--- src/hdl/serial_tx_pkg.sv ---
/*
 Constants and types for the asynchronous serial transmitter block:
 register indices, field positions, reset values and frame timing.
 Assumes an APB master with 32-bit data; each register takes one aligned
 word whose byte address is four times its index.
*/
package serial_tx_pkg;
    // Register indices (byte address = index * 4)
    localparam logic [7:0] IDX_CTRL_ONE   = 8'h13;
    localparam logic [7:0] IDX_CTRL_TWO   = 8'h14;
    localparam logic [7:0] IDX_CTRL_THREE = 8'h15;
    localparam logic [7:0] IDX_STAT_ONE   = 8'h16;
    localparam logic [7:0] IDX_STAT_TWO   = 8'h17;
    localparam logic [7:0] IDX_DATA       = 8'h18;
    localparam logic [7:0] IDX_BAUD       = 8'h19;
    localparam logic [7:0] IDX_CONFIG_TWO = 8'h1D;
    // Control one fields
    localparam int C1_ENABLE = 6;
    localparam int C1_INVERT = 5;
    localparam int C1_LEN9   = 4;
    // Control two fields
    localparam int C2_TE_IRQ = 7;
    localparam int C2_TC_IRQ = 6;
    localparam int C2_TX_EN  = 3;
    localparam int C2_RX_EN  = 2;
    localparam int C2_BREAK  = 0;
    // Control three fields
    localparam int C3_RX9 = 7;
    localparam int C3_TX9 = 6;
    // Status one fields
    localparam int S1_EMPTY = 7;
    localparam int S1_DONE  = 6;
    localparam int S1_FULL  = 5;
    localparam int S1_FRAME = 1;
    // Status two fields
    localparam int S2_BREAK = 1;
    localparam int S2_BUSY  = 0;
    // Configuration two: baud source select position
    localparam int CFG_BAUD_SRC = 0;
    // Baud register fields
    localparam int BAUD_PRE_LO  = 4;
    localparam int BAUD_RATE_HI = 2;
    // Reset values
    localparam logic [7:0] CTRL_RESET   = 8'h00;
    localparam logic [7:0] CONFIG_RESET = 8'h00;
    // Frame timing in sampling-clock periods and bits
    localparam logic [3:0] RT_LAST   = 4'hF;
    localparam logic [3:0] RT_SAMPLE = 4'h7;
    localparam logic [3:0] FRAME_8   = 4'hA;
    localparam logic [3:0] FRAME_9   = 4'hB;
    // Frame kinds chosen at a frame boundary
    typedef enum {LD_NONE, LD_IDLE, LD_BREAK, LD_TAIL, LD_DATA} load_kind_t;
    // Open-drain transmit pin
    typedef struct packed {
        logic o;
        logic oe;
    } pin_t;
endpackage

--- src/hdl/async_serial_transmitter.sv ---
/*
 Asynchronous serial transmitter with a small break-detecting receiver,
 APB register slave and 16x sampling-clock divider.
 Assumes an APB master on ref_clk and a pulled-up open-drain transmit line.
*/
// The implementer's own choice: the APB interface to the registers.
// Overview of operation
// - Characters are eight or nine data bits
// - Ninth bit comes from control three
// - Data buffer feeds the transmit shift register
// - Transmission starts with an all-ones preamble
// - Low start bit, high stop bit
// - Buffer hand-off sets empty flag, may interrupt
// - Line idles high between characters
// - Module disable releases the port pins
// - Send-break loads all-zero break character
// - Breaks repeat, then at least one high
// - All-zero frame received means break
// - Received break sets error, full, break flags
// - Idle character is all ones, length selectable
// - Disabling transmitter finishes current character first
// - Enable toggle queues one idle character
// - Inversion bit inverts every transmitted level
// - Complete flag means nothing left to send
// - Transmitter and receiver share one baud tick
// - Config two bit selects baud source
// - Reset shows empty and complete flags set
// - Each bit lasts sixteen sampling periods
`timescale 1ns/1ps
module async_serial_transmitter (
    // Clock and reset
    input  wire logic                ref_clk,
    input  wire logic                arst_n,
    // APB slave
    input  wire logic                psel,
    input  wire logic                penable,
    input  wire logic                pwrite,
    input  wire logic [9:0]          paddr,
    input  wire logic [31:0]         pwdata,
    output logic      [31:0]         prdata,
    output logic                     pready,
    output logic                     pslverr,
    // Serial line
    input  wire logic                rx_line,
    output serial_tx_pkg::pin_t      tx_pin,
    // Transmitter interrupt request
    output logic                     tx_irq
);
    typedef enum {TX_IDLE, TX_SHIFT} tx_state_t;
    typedef enum {RX_IDLE, RX_BUSY} rx_state_t;

    logic [7:0]               ctrl1_r;        // Control one
    logic [7:0]               ctrl2_r;        // Control two
    logic [7:0]               ctrl3_r;        // Control three, bit 7 unused here
    logic [7:0]               baud_r;         // Baud prescale and rate
    logic [7:0]               cfg2_r;         // Device configuration two
    logic [31:0]              prdata_r;       // Read data
    logic                     pready_r;       // Access-phase ready
    logic                     pslverr_r;      // Unmapped access
    logic                     hit;            // Address decodes
    logic [7:0]               rmux;           // Read mux
    logic                     acc;            // Access completes
    logic                     wr;             // Write takes effect
    logic                     rd;             // Read takes effect
    logic [7:0]               idx;            // Register index
    logic [7:0]               hold_r;         // Transmit data buffer
    logic                     tx_buffer_empty_flag_r;         // Buffer empty flag
    logic                     tc_r;           // Transmission complete flag
    logic                     armed_r;        // Status read seen with empty set
    logic                     src_tog_r;      // Half-rate source toggle
    logic [9:0]               div_r;          // Baud divider count
    logic [9:0]               div_lim;        // Divider terminal count
    logic                     rt_tick;        // Sampling-clock enable
    logic                     rt_tick_r;      // Registered sampling enable
    tx_state_t                tx_state_r;     // Transmit state
    logic [10:0]              shift_r;        // Transmit shift register
    logic [3:0]               bits_r;         // Bits left in frame
    logic [3:0]               rt_r;           // Transmit bit phase
    logic                     te_prev_r;      // Last transmitter enable
    logic                     idle_pend_r;    // Idle character queued
    logic                     tail_pend_r;    // High bit owed after break
    serial_tx_pkg::load_kind_t kind;          // Next frame kind
    logic                     load_now;       // Load at this edge
    logic [3:0]               flen;           // Frame length in bits
    logic                     line;           // Uninverted line level
    serial_tx_pkg::pin_t      pin_r;          // Registered pin drive
    logic                     irq_r;          // Registered interrupt
    rx_state_t                rx_state_r;     // Receive state
    logic [3:0]               rx_rt_r;        // Receive bit phase
    logic [3:0]               rx_bit_r;       // Receive bit index
    logic [8:0]               rx_sh_r;        // Receive shift register
    logic [7:0]               rx_data_r;      // Receive data buffer
    logic                     rx9_r;          // Received ninth bit
    logic                     full_r;         // Receive full flag
    logic                     fe_r;           // Framing error flag
    logic                     bkf_r;          // Break flag
    logic                     rx_done;        // Stop bit sampled
    logic                     rx_brk;         // Finished frame is a break

    wire en   = ctrl1_r[serial_tx_pkg::C1_ENABLE];
    wire len9 = ctrl1_r[serial_tx_pkg::C1_LEN9];
    wire te   = ctrl2_r[serial_tx_pkg::C2_TX_EN];
    wire send_break_bit  = ctrl2_r[serial_tx_pkg::C2_BREAK];

    assign prdata  = prdata_r;
    assign pready  = pready_r;
    assign pslverr = pslverr_r;
    assign tx_pin  = pin_r;
    assign tx_irq  = irq_r;

    // APB phase decode; every access has one wait-free access phase
    assign idx = paddr[9:2];
    assign acc = psel & penable & pready_r;
    assign wr  = acc & pwrite & ~pslverr_r;
    assign rd  = acc & ~pwrite & ~pslverr_r;
    assign flen = len9 ? serial_tx_pkg::FRAME_9 : serial_tx_pkg::FRAME_8;

    // Address decode and read mux
    always_comb begin
        hit  = 1'b1;
        rmux = 8'h00;
        unique case (idx)
            serial_tx_pkg::IDX_CTRL_ONE:   rmux = ctrl1_r;
            serial_tx_pkg::IDX_CTRL_TWO:   rmux = ctrl2_r;
            serial_tx_pkg::IDX_CTRL_THREE: rmux = {rx9_r, ctrl3_r[6:0]};
            serial_tx_pkg::IDX_STAT_ONE:   rmux = {tx_buffer_empty_flag_r, tc_r, full_r, 3'h0, fe_r, 1'b0};
            serial_tx_pkg::IDX_STAT_TWO:   rmux = {6'h00, bkf_r, rx_state_r == RX_BUSY};
            serial_tx_pkg::IDX_DATA:       rmux = rx_data_r;
            serial_tx_pkg::IDX_BAUD:       rmux = {2'h0, baud_r[5:4], 1'b0, baud_r[2:0]};
            serial_tx_pkg::IDX_CONFIG_TWO: rmux = cfg2_r;
            default:                       hit  = 1'b0;
        endcase
    end

    // APB answer: ready and data in the first access cycle
    always_ff @(posedge ref_clk or negedge arst_n) begin
        if (!arst_n) begin
            pready_r  <= 1'b0;
            pslverr_r <= 1'b0;
            prdata_r  <= 32'h0000_0000;
        end else begin
            pready_r  <= psel & ~penable;
            pslverr_r <= psel & ~penable & ~hit;
            if (psel & ~penable) begin
                prdata_r <= {24'h00_0000, rmux};
            end
        end
    end

    // Control registers
    always_ff @(posedge ref_clk or negedge arst_n) begin
        if (!arst_n) begin
            ctrl1_r <= serial_tx_pkg::CTRL_RESET;
            ctrl2_r <= serial_tx_pkg::CTRL_RESET;
            ctrl3_r <= serial_tx_pkg::CTRL_RESET;
            baud_r  <= serial_tx_pkg::CTRL_RESET;
            cfg2_r  <= serial_tx_pkg::CONFIG_RESET;
        end else if (wr) begin
            unique case (idx)
                serial_tx_pkg::IDX_CTRL_ONE:   ctrl1_r <= pwdata[7:0];
                serial_tx_pkg::IDX_CTRL_TWO:   ctrl2_r <= pwdata[7:0];
                serial_tx_pkg::IDX_CTRL_THREE: ctrl3_r <= {1'b0, pwdata[6:0]};
                serial_tx_pkg::IDX_BAUD:       baud_r  <= pwdata[7:0];
                serial_tx_pkg::IDX_CONFIG_TWO: cfg2_r  <= pwdata[7:0];
                default:                       ;
            endcase
        end
    end

    // Baud divider: one tick serves both directions
    assign div_lim = 10'((({1'b0, baud_r[5:serial_tx_pkg::BAUD_PRE_LO]} + 3'h1)
                     << baud_r[serial_tx_pkg::BAUD_RATE_HI:0]) - 1);
    assign rt_tick = en & (src_tog_r | ~cfg2_r[serial_tx_pkg::CFG_BAUD_SRC]) & (div_r == div_lim);

    // Source prescale and divider count
    always_ff @(posedge ref_clk or negedge arst_n) begin
        if (!arst_n) begin
            src_tog_r <= 1'b0;
            div_r     <= 10'h000;
            rt_tick_r <= 1'b0;
        end else begin
            src_tog_r <= ~src_tog_r;
            rt_tick_r <= rt_tick;
            if (!en) begin
                div_r <= 10'h000;
            end else if (src_tog_r | ~cfg2_r[serial_tx_pkg::CFG_BAUD_SRC]) begin
                div_r <= (div_r >= div_lim) ? 10'h000 : div_r + 10'h001;
            end
        end
    end

    // Frame choice at a boundary: idle, break, tail, then data
    always_comb begin
        kind = serial_tx_pkg::LD_NONE;
        if (te) begin
            if (idle_pend_r) begin
                kind = serial_tx_pkg::LD_IDLE;
            end else if (send_break_bit) begin
                kind = serial_tx_pkg::LD_BREAK;
            end else if (tail_pend_r) begin
                kind = serial_tx_pkg::LD_TAIL;
            end else if (!tx_buffer_empty_flag_r) begin
                kind = serial_tx_pkg::LD_DATA;
            end
        end
        // Module enable gates the load so a stale tick cannot hand off after disable
        load_now = en & rt_tick_r & (kind != serial_tx_pkg::LD_NONE)
                 & ((tx_state_r == TX_IDLE) | ((rt_r == serial_tx_pkg::RT_LAST) & (bits_r == 4'h1)));
    end

    // Transmit shifter, one bit per sixteen ticks
    always_ff @(posedge ref_clk or negedge arst_n) begin
        if (!arst_n) begin
            tx_state_r <= TX_IDLE;
            shift_r    <= 11'h7FF;
            bits_r     <= 4'h0;
            rt_r       <= 4'h0;
        end else if (!en) begin
            tx_state_r <= TX_IDLE;
            shift_r    <= 11'h7FF;
        end else if (load_now) begin
            tx_state_r <= TX_SHIFT;
            rt_r       <= 4'h0;
            bits_r     <= flen;
            unique case (kind)
                serial_tx_pkg::LD_IDLE:  shift_r <= 11'h7FF;
                serial_tx_pkg::LD_BREAK: shift_r <= 11'h000;
                serial_tx_pkg::LD_TAIL: begin
                    shift_r <= 11'h7FF;
                    bits_r  <= 4'h1;
                end
                default: shift_r <= {1'b1, len9 ? ctrl3_r[serial_tx_pkg::C3_TX9] : 1'b1, hold_r, 1'b0};
            endcase
        end else if (rt_tick_r && tx_state_r == TX_SHIFT) begin
            rt_r <= rt_r + 4'h1;
            if (rt_r == serial_tx_pkg::RT_LAST) begin
                shift_r <= {1'b1, shift_r[10:1]};
                bits_r  <= bits_r - 4'h1;
                if (bits_r == 4'h1) begin
                    tx_state_r <= TX_IDLE;
                end
            end
        end
    end

    // Queued idle and post-break tail; a new request beats the clear
    always_ff @(posedge ref_clk or negedge arst_n) begin
        if (!arst_n) begin
            te_prev_r   <= 1'b0;
            idle_pend_r <= 1'b0;
            tail_pend_r <= 1'b0;
        end else begin
            te_prev_r <= te;
            if (load_now && kind == serial_tx_pkg::LD_IDLE) begin
                idle_pend_r <= 1'b0;
            end
            if (te && !te_prev_r) begin
                idle_pend_r <= 1'b1;
            end
            if (load_now && kind == serial_tx_pkg::LD_TAIL) begin
                tail_pend_r <= 1'b0;
            end
            if (load_now && kind == serial_tx_pkg::LD_BREAK) begin
                tail_pend_r <= 1'b1;
            end
        end
    end

    // Data buffer and empty flag; hand-off sets beat a clearing write
    always_ff @(posedge ref_clk or negedge arst_n) begin
        if (!arst_n) begin
            hold_r  <= 8'h00;
            tx_buffer_empty_flag_r  <= 1'b1;
            armed_r <= 1'b0;
        end else begin
            if (rd && idx == serial_tx_pkg::IDX_STAT_ONE && tx_buffer_empty_flag_r) begin
                armed_r <= 1'b1;
            end
            if (wr && idx == serial_tx_pkg::IDX_DATA) begin
                hold_r  <= pwdata[7:0];
                armed_r <= 1'b0;
                if (armed_r) begin
                    tx_buffer_empty_flag_r <= 1'b0;
                end
            end
            if (load_now && kind == serial_tx_pkg::LD_DATA) begin
                tx_buffer_empty_flag_r <= 1'b1;
            end
        end
    end

    // Line level, inversion, open-drain drive, interrupt request
    assign line = (tx_state_r == TX_SHIFT) ? shift_r[0] : 1'b1;
    always_ff @(posedge ref_clk or negedge arst_n) begin
        if (!arst_n) begin
            pin_r <= '{o: 1'b0, oe: 1'b0};
            tc_r  <= 1'b1;
            irq_r <= 1'b0;
        end else begin
            pin_r.o  <= 1'b0;
            pin_r.oe <= en & ~(line ^ ctrl1_r[serial_tx_pkg::C1_INVERT]);
            tc_r     <= (tx_state_r == TX_IDLE) & tx_buffer_empty_flag_r & ~idle_pend_r & ~tail_pend_r & ~send_break_bit;
            irq_r    <= (tx_buffer_empty_flag_r & ctrl2_r[serial_tx_pkg::C2_TE_IRQ])
                      | (tc_r & ctrl2_r[serial_tx_pkg::C2_TC_IRQ]);
        end
    end

    // Receive end of frame and break recognition
    assign rx_done = rt_tick_r & (rx_state_r == RX_BUSY) & (rx_rt_r == serial_tx_pkg::RT_SAMPLE)
                   & (rx_bit_r == flen - 4'h1);
    assign rx_brk  = ~rx_line & ((len9 ? rx_sh_r : {1'b0, rx_sh_r[8:1]}) == 9'h000);

    // Receiver sampling at mid-bit
    always_ff @(posedge ref_clk or negedge arst_n) begin
        if (!arst_n) begin
            rx_state_r <= RX_IDLE;
            rx_rt_r    <= 4'h0;
            rx_bit_r   <= 4'h0;
            rx_sh_r    <= 9'h000;
        end else if (!en || !ctrl2_r[serial_tx_pkg::C2_RX_EN]) begin
            rx_state_r <= RX_IDLE;
        end else if (rt_tick_r) begin
            if (rx_state_r == RX_IDLE) begin
                if (!rx_line) begin
                    rx_state_r <= RX_BUSY;
                    rx_rt_r    <= 4'h0;
                    rx_bit_r   <= 4'h0;
                end
            end else begin
                rx_rt_r <= rx_rt_r + 4'h1;
                if (rx_rt_r == serial_tx_pkg::RT_SAMPLE) begin
                    rx_bit_r <= rx_bit_r + 4'h1;
                    if (rx_bit_r == 4'h0 && rx_line) begin
                        rx_state_r <= RX_IDLE;
                    end else if (rx_done) begin
                        rx_state_r <= RX_IDLE;
                    end else if (rx_bit_r != 4'h0) begin
                        rx_sh_r <= {rx_line, rx_sh_r[8:1]};
                    end
                end
            end
        end
    end

    // Receive flags: data read or status two read clears, setting wins
    always_ff @(posedge ref_clk or negedge arst_n) begin
        if (!arst_n) begin
            rx_data_r <= 8'h00;
            rx9_r     <= 1'b0;
            full_r    <= 1'b0;
            fe_r      <= 1'b0;
            bkf_r     <= 1'b0;
        end else begin
            if (rd && idx == serial_tx_pkg::IDX_DATA) begin
                full_r <= 1'b0;
                fe_r   <= 1'b0;
            end
            if (rd && idx == serial_tx_pkg::IDX_STAT_TWO) begin
                bkf_r <= 1'b0;
            end
            if (rx_done) begin
                full_r    <= 1'b1;
                fe_r      <= ~rx_line;
                bkf_r     <= bkf_r | rx_brk;
                rx_data_r <= rx_brk ? 8'h00 : (len9 ? rx_sh_r[7:0] : rx_sh_r[8:1]);
                rx9_r     <= rx_brk ? 1'b0 : rx_sh_r[8];
            end
        end
    end
endmodule

--- config.mk ---
export PLATFORM = sky130hd
export DESIGN_NAME = async_serial_transmitter
export DESIGN_NICKNAME = d
export VERILOG_FILES = /design/src/hdl/serial_tx_pkg.sv /design/src/hdl/async_serial_transmitter.sv
export SDC_FILE = /design/constraint.sdc
export NUM_CORES = 1
export LEC_CHECK = 0
export BUFFER_PORTS_ARGS = -buffer_cell sky130_fd_sc_hd__buf_2
export CELL_PAD_IN_SITES_DETAIL_PLACEMENT = 1
export CELL_PAD_IN_SITES_GLOBAL_PLACEMENT = 2
export CORE_ASPECT_RATIO = 2
export CORE_MARGIN = 2
export CORE_UTILIZATION = 40
export CTS_BUF_LIST = sky130_fd_sc_hd__clkbuf_4 sky130_fd_sc_hd__clkbuf_8
export DETAILED_ROUTE_END_ITERATION = 16
export GPL_TIMING_DRIVEN = 0
export PLACE_DENSITY = 0.91
export SETUP_SLACK_MARGIN = 0.5
export SYNTH_ARGS = -nofsm -noshare
export SYNTH_HDL_FRONTEND = slang
export SYNTH_SLANG_ARGS = --single-unit
export TNS_END_PERCENT = 20
--- constraint.sdc ---
create_clock -name ref_clk -period 5.4 [get_ports ref_clk]
set_clock_uncertainty 0.05 [all_clocks]
set_input_delay 0.54 -clock ref_clk [delete_from_list [all_inputs] [get_ports ref_clk]]
set_output_delay 0.54 -clock ref_clk [all_outputs]
set_load 0.05 [all_outputs]
==> results.py <==
metrics = {
    "critical_path": {
        "critical_path.endpoint_type": "flop",
        "cp.buffers_inverters": 2,
        "setup.reg_to_reg.worst_slack_ns": 1.22,
        "critical_path.top_delay_family": "simple AND/OR/NAND/NOR gates",
        "worstPathCellList": "clkbuf_1, or2_2, or3_1, ha_1, o311a_1, o21ai_0, o21ai_0, and3_1, ha_1, nand4_1, or3_1, nor2_1, buf_2, nor3_1, a221o_1",
        "timing.critical_path.required_ns": 5.68,
        "stage_delay_of_the_slowest_cell_on_the_critical_path_ns": 0.45,
        "worstPathArrival_ns": 4.45,
        "path_max_fanout": 10,
        "critical_path_startpoint_category": "flop",
        "crit_type": "reg -> reg",
        "critical_path.slowest_cell": "dfrtp_1",
    },
    "timing": {
        "setup_viol": 0,
        "rsz_0062_raised_after_global_routing": "false",
        "final-hold-violation-count": 0,
        "slew_headroom_pct": 19.00,
        "worst_hold_slack_ns": 0.02535,
        "final_min_period_over_clock_period_pct": 77.34,
        "final_period_minus_worst_setup_slack_ns": 4.176,
        "clock.fmax_mhz": 239.5,
        "worst_pin_slew_ns": 1.205,
        "setup_total_negative_slack_ns": 0,
        "final_critical_path_setup_slack_ns": 1.224,
        "slew_violations": 0,
    },
    "status": {
        "outcome": "finished clean",
    },
    "floorplan": {
        "row_count": 68,
        "initial_core_util_pct": 40.60,
        "floorplan.die.width_um": 97.16,
        "die_height_um": 190.3,
        "io_pins": 85,
        "floorplan.die_area_um2": 18490,
        "core-area_um2": 17100,
    },
    "yosys": {
        "compound_gate_fraction_of_synth_area_pct": 17.37,
        "post-synth-top-area-fraction_pct": 40.01,
        "synthArstFlopShare_pct": 100.0,
        "synth.largest_area_cell": "dfrtp_1",
        "most_instantiated_library_cell_after_synthesis": "dfrtp_1",
        "ys_seq_area_share_pct": 44.93,
        "synthesis.area_per_instance_um2": 10.47,
        "synth.yosys.warnings": 0,
        "postSynthCellCount": 663,
        "synth-adder-area-share_pct": 3.424,
        "dominant_combinational_cell_family_by_area_after_synthesis": "compound AO/OA/AOI/OAI gates",
        "syn-cell-area_um2": 6943,
        "synth_mux_area_share_pct": 12.61,
        "netlist_top_cells_count": "111 x dfrtp_1, 58 x mux2_2, 36 x nand2_1",
        "yosys.area_share.xor_xnor_pct": 0.8830,
        "synth_top_cells_by_area": "dfrtp_1 40%, mux2_2 9.4%, dfstp_2 4.9%",
        "synth_enable_flop_cells": 0,
        "synth_ff_type": "dfrtp_1",
        "ys_ff_latch": 124,
        "synthDistinctLibCells": 73,
        "synth-simple-area-share_pct": 14.63,
    },
    "global_route": {
        "grt_start_max_net_pins": 65,
        "gr-total-overflow": 0,
        "antenna_found_initial": 0,
        "via_count_of_the_first_global_routing_pass": 5895,
        "global_route_total_usage_across_every_layer_pct": 21.96,
        "grt_first_pass_wirelength_mm": 32.11,
    },
    "place": {
        "io_buffer_count": 32,
        "placement.setup.worst_slack_ns": 1.236,
        "finalWeightedCongestion": 0.8488,
        "placed_instance_area_um2": 7490,
        "final_hpwl_from_detailed_placement_mm": 13.88,
        "place_inst": 930,
    },
    "clocking": {
        "cts_root_buffer": "clkbuf_8",
        "clk_pin_slew_ns": 0.08,
        "number_of_hold_buffers_added_after_cts": 0,
        "postCtsSetupBuffers": 0,
        "clockBufferDepth": 2,
        "ctsResizeCount": 0,
        "num_cts_buffers": 17,
        "tritoncts": "yes",
        "clock_latency_reported_for_the_late_side_of_the_worst_skew_pair_ns": 0.45,
        "ctsHtreeMaxLevel": 4,
        "clock_sink_count": 124,
    },
    "job": {
        "maxCapViolations": 0,
    },
    "detailed_routing": {
        "routed_wl_mm": 19.59,
        "violation_count_after_the_first_detailed_routing_iteration": 254,
        "via_count": 5568,
        "wire_per_inst_um": 20.37,
        "drt.antenna.violating_nets": 0,
        "post-route-drc-count": 0,
        "drtPass1Iterations": 5,
        "viasPerCell": 5.788,
    },
    "final_layout": {
        "diodes": 0,
        "finalNetCount": 806,
        "post-route-cell-area_um2": 7920,
        "areaGrowthSynthToFinish_pct": 14.07,
        "finalCoreUtilization_pct": 46.31,
        "final-instance-count-excl-fill": 962,
        "share_of_post_route_cells_with_drive_strength_above_1_pct": 24.73,
    },
    "pwr": {
        "vdd_ir_drop_max_mv": 0.1838,
        "static-leakage-power_nw": 3.820,
        "power_per_cell_area_nw_per_um2": 248.1,
        "p_total_mw": 1.965,
    },
    "min_path": {
        "worst_hold_path_type": "in -> async",
    },
}
-- cell families after synthesis --
group	after synthesis
buf+inv	83
fa+ha+maj	19
other cells	1
compound gates	170
mux	80
simple gates	179
xor+xnor	7
flops	124
-- layout make-up --
class	instances	area [um2]
fill	1918	9181
multi-input combinational	480	3491
sequential	124	3119
buffer	61	340.3
clock buffer	20	269.0
tap	210	262.8
timing repair buffer	33	193.9
clock inverter	12	161.4
inverter	22	82.58
-- cells in the final DEF (no fill, tap or decap), types with 4 or more instances in the layout --
master	netlist	layout
o31ai_1	6	6
o22ai_1	5	5
nand4_1	6	6
clkbuf_1	25	25
nand2_1	36	36
dfstp_2	13	13
mux2_2	58	58
nor4b_1	6	6
xor2_1	4	4
a221oi_1	4	4
clkinv_4	0	5
buf_4	27	27
or3_1	6	6
a21o_1	26	26
and2_1	8	8
a21boi_0	4	4
o21ai_0	32	32
clkbuf_8	0	19
nand3_1	15	15
nor3_1	12	12
a22oi_1	8	8
ha_1	19	19
inv_1	22	22
a21oi_1	21	21
nand4b_1	4	4
buf_2	8	39
a31oi_1	6	6
nor2_1	30	30
dfrtp_1	111	111
nor2b_1	10	10
a22o_1	24	24
mux2i_1	20	20
nand2b_1	7	7
and3_1	11	11
or4_1	5	5
conb_1	1	25
-- power breakdown --
group | internal, mW | leakage (nW) | switching [mW]
logic | 0.0373 | 1.94 | 0.105
registers | 0.933 | 1.66 | 0.00378
clock network | 0.491 | 0.221 | 0.395
total | 1.46 | 3.82 | 0.503
-- routing by layer --
metal | GRT usage [%] | up-vias | routed length (um)
met5 | 0 | - | 0
met4 | 6.988 | 0 | 374
met3 | 4.106 | 33 | 653
met2 | 37.37 | 108 | 10020
met1 | 28.26 | 2871 | 8547
li1 | - | 2556 | -
-- worst reg2reg max path: stages (launching register included) --
cell and delay, ns:
dfrtp_1 0.45, clkbuf_1 0.26, or2_2 0.39, or3_1 0.38, ha_1 0.27, o311a_1 0.13
o21ai_0 0.11, o21ai_0 0.15, and3_1 0.21, ha_1 0.28, nand4_1 0.12, or3_1 0.44
nor2_1 0.20, buf_2 0.26, nor3_1 0.09, a221o_1 0.28
-- worst paths after layout --
check | start | end | cells past startpoint
worst min-delay path | arst_n | div_r[2]$_DFFE_PN0P_ | 1
min in group ref_clk | rx_line | fe_r$_DFFE_PN0P_ | 2
worst max register to register | baud_r[1]$_DFFE_PN0P_ | div_r[7]$_DFFE_PN0P_ | 15
max in group asynchronous | arst_n | shift_r[3]$_DFFE_PN1P_ | 2
worst min register to register | src_tog_r$_DFF_PN0_ | src_tog_r$_DFF_PN0_ | 1
worst max-delay path | baud_r[1]$_DFFE_PN0P_ | div_r[7]$_DFFE_PN0P_ | 15
-- state kept, by name, summed over array words and instances, names as in the netlist, 5 cells and up --
signal,cells
shift_r,11
div_r,10
rx_sh_r,9
cfg2_r,8
ctrl1_r,8
ctrl2_r,8
hold_r,8
prdata,8
rx_data_r,8
ctrl3_r,7
baud_r,5
No activity file was read; power rests on OpenSTA's default activity.
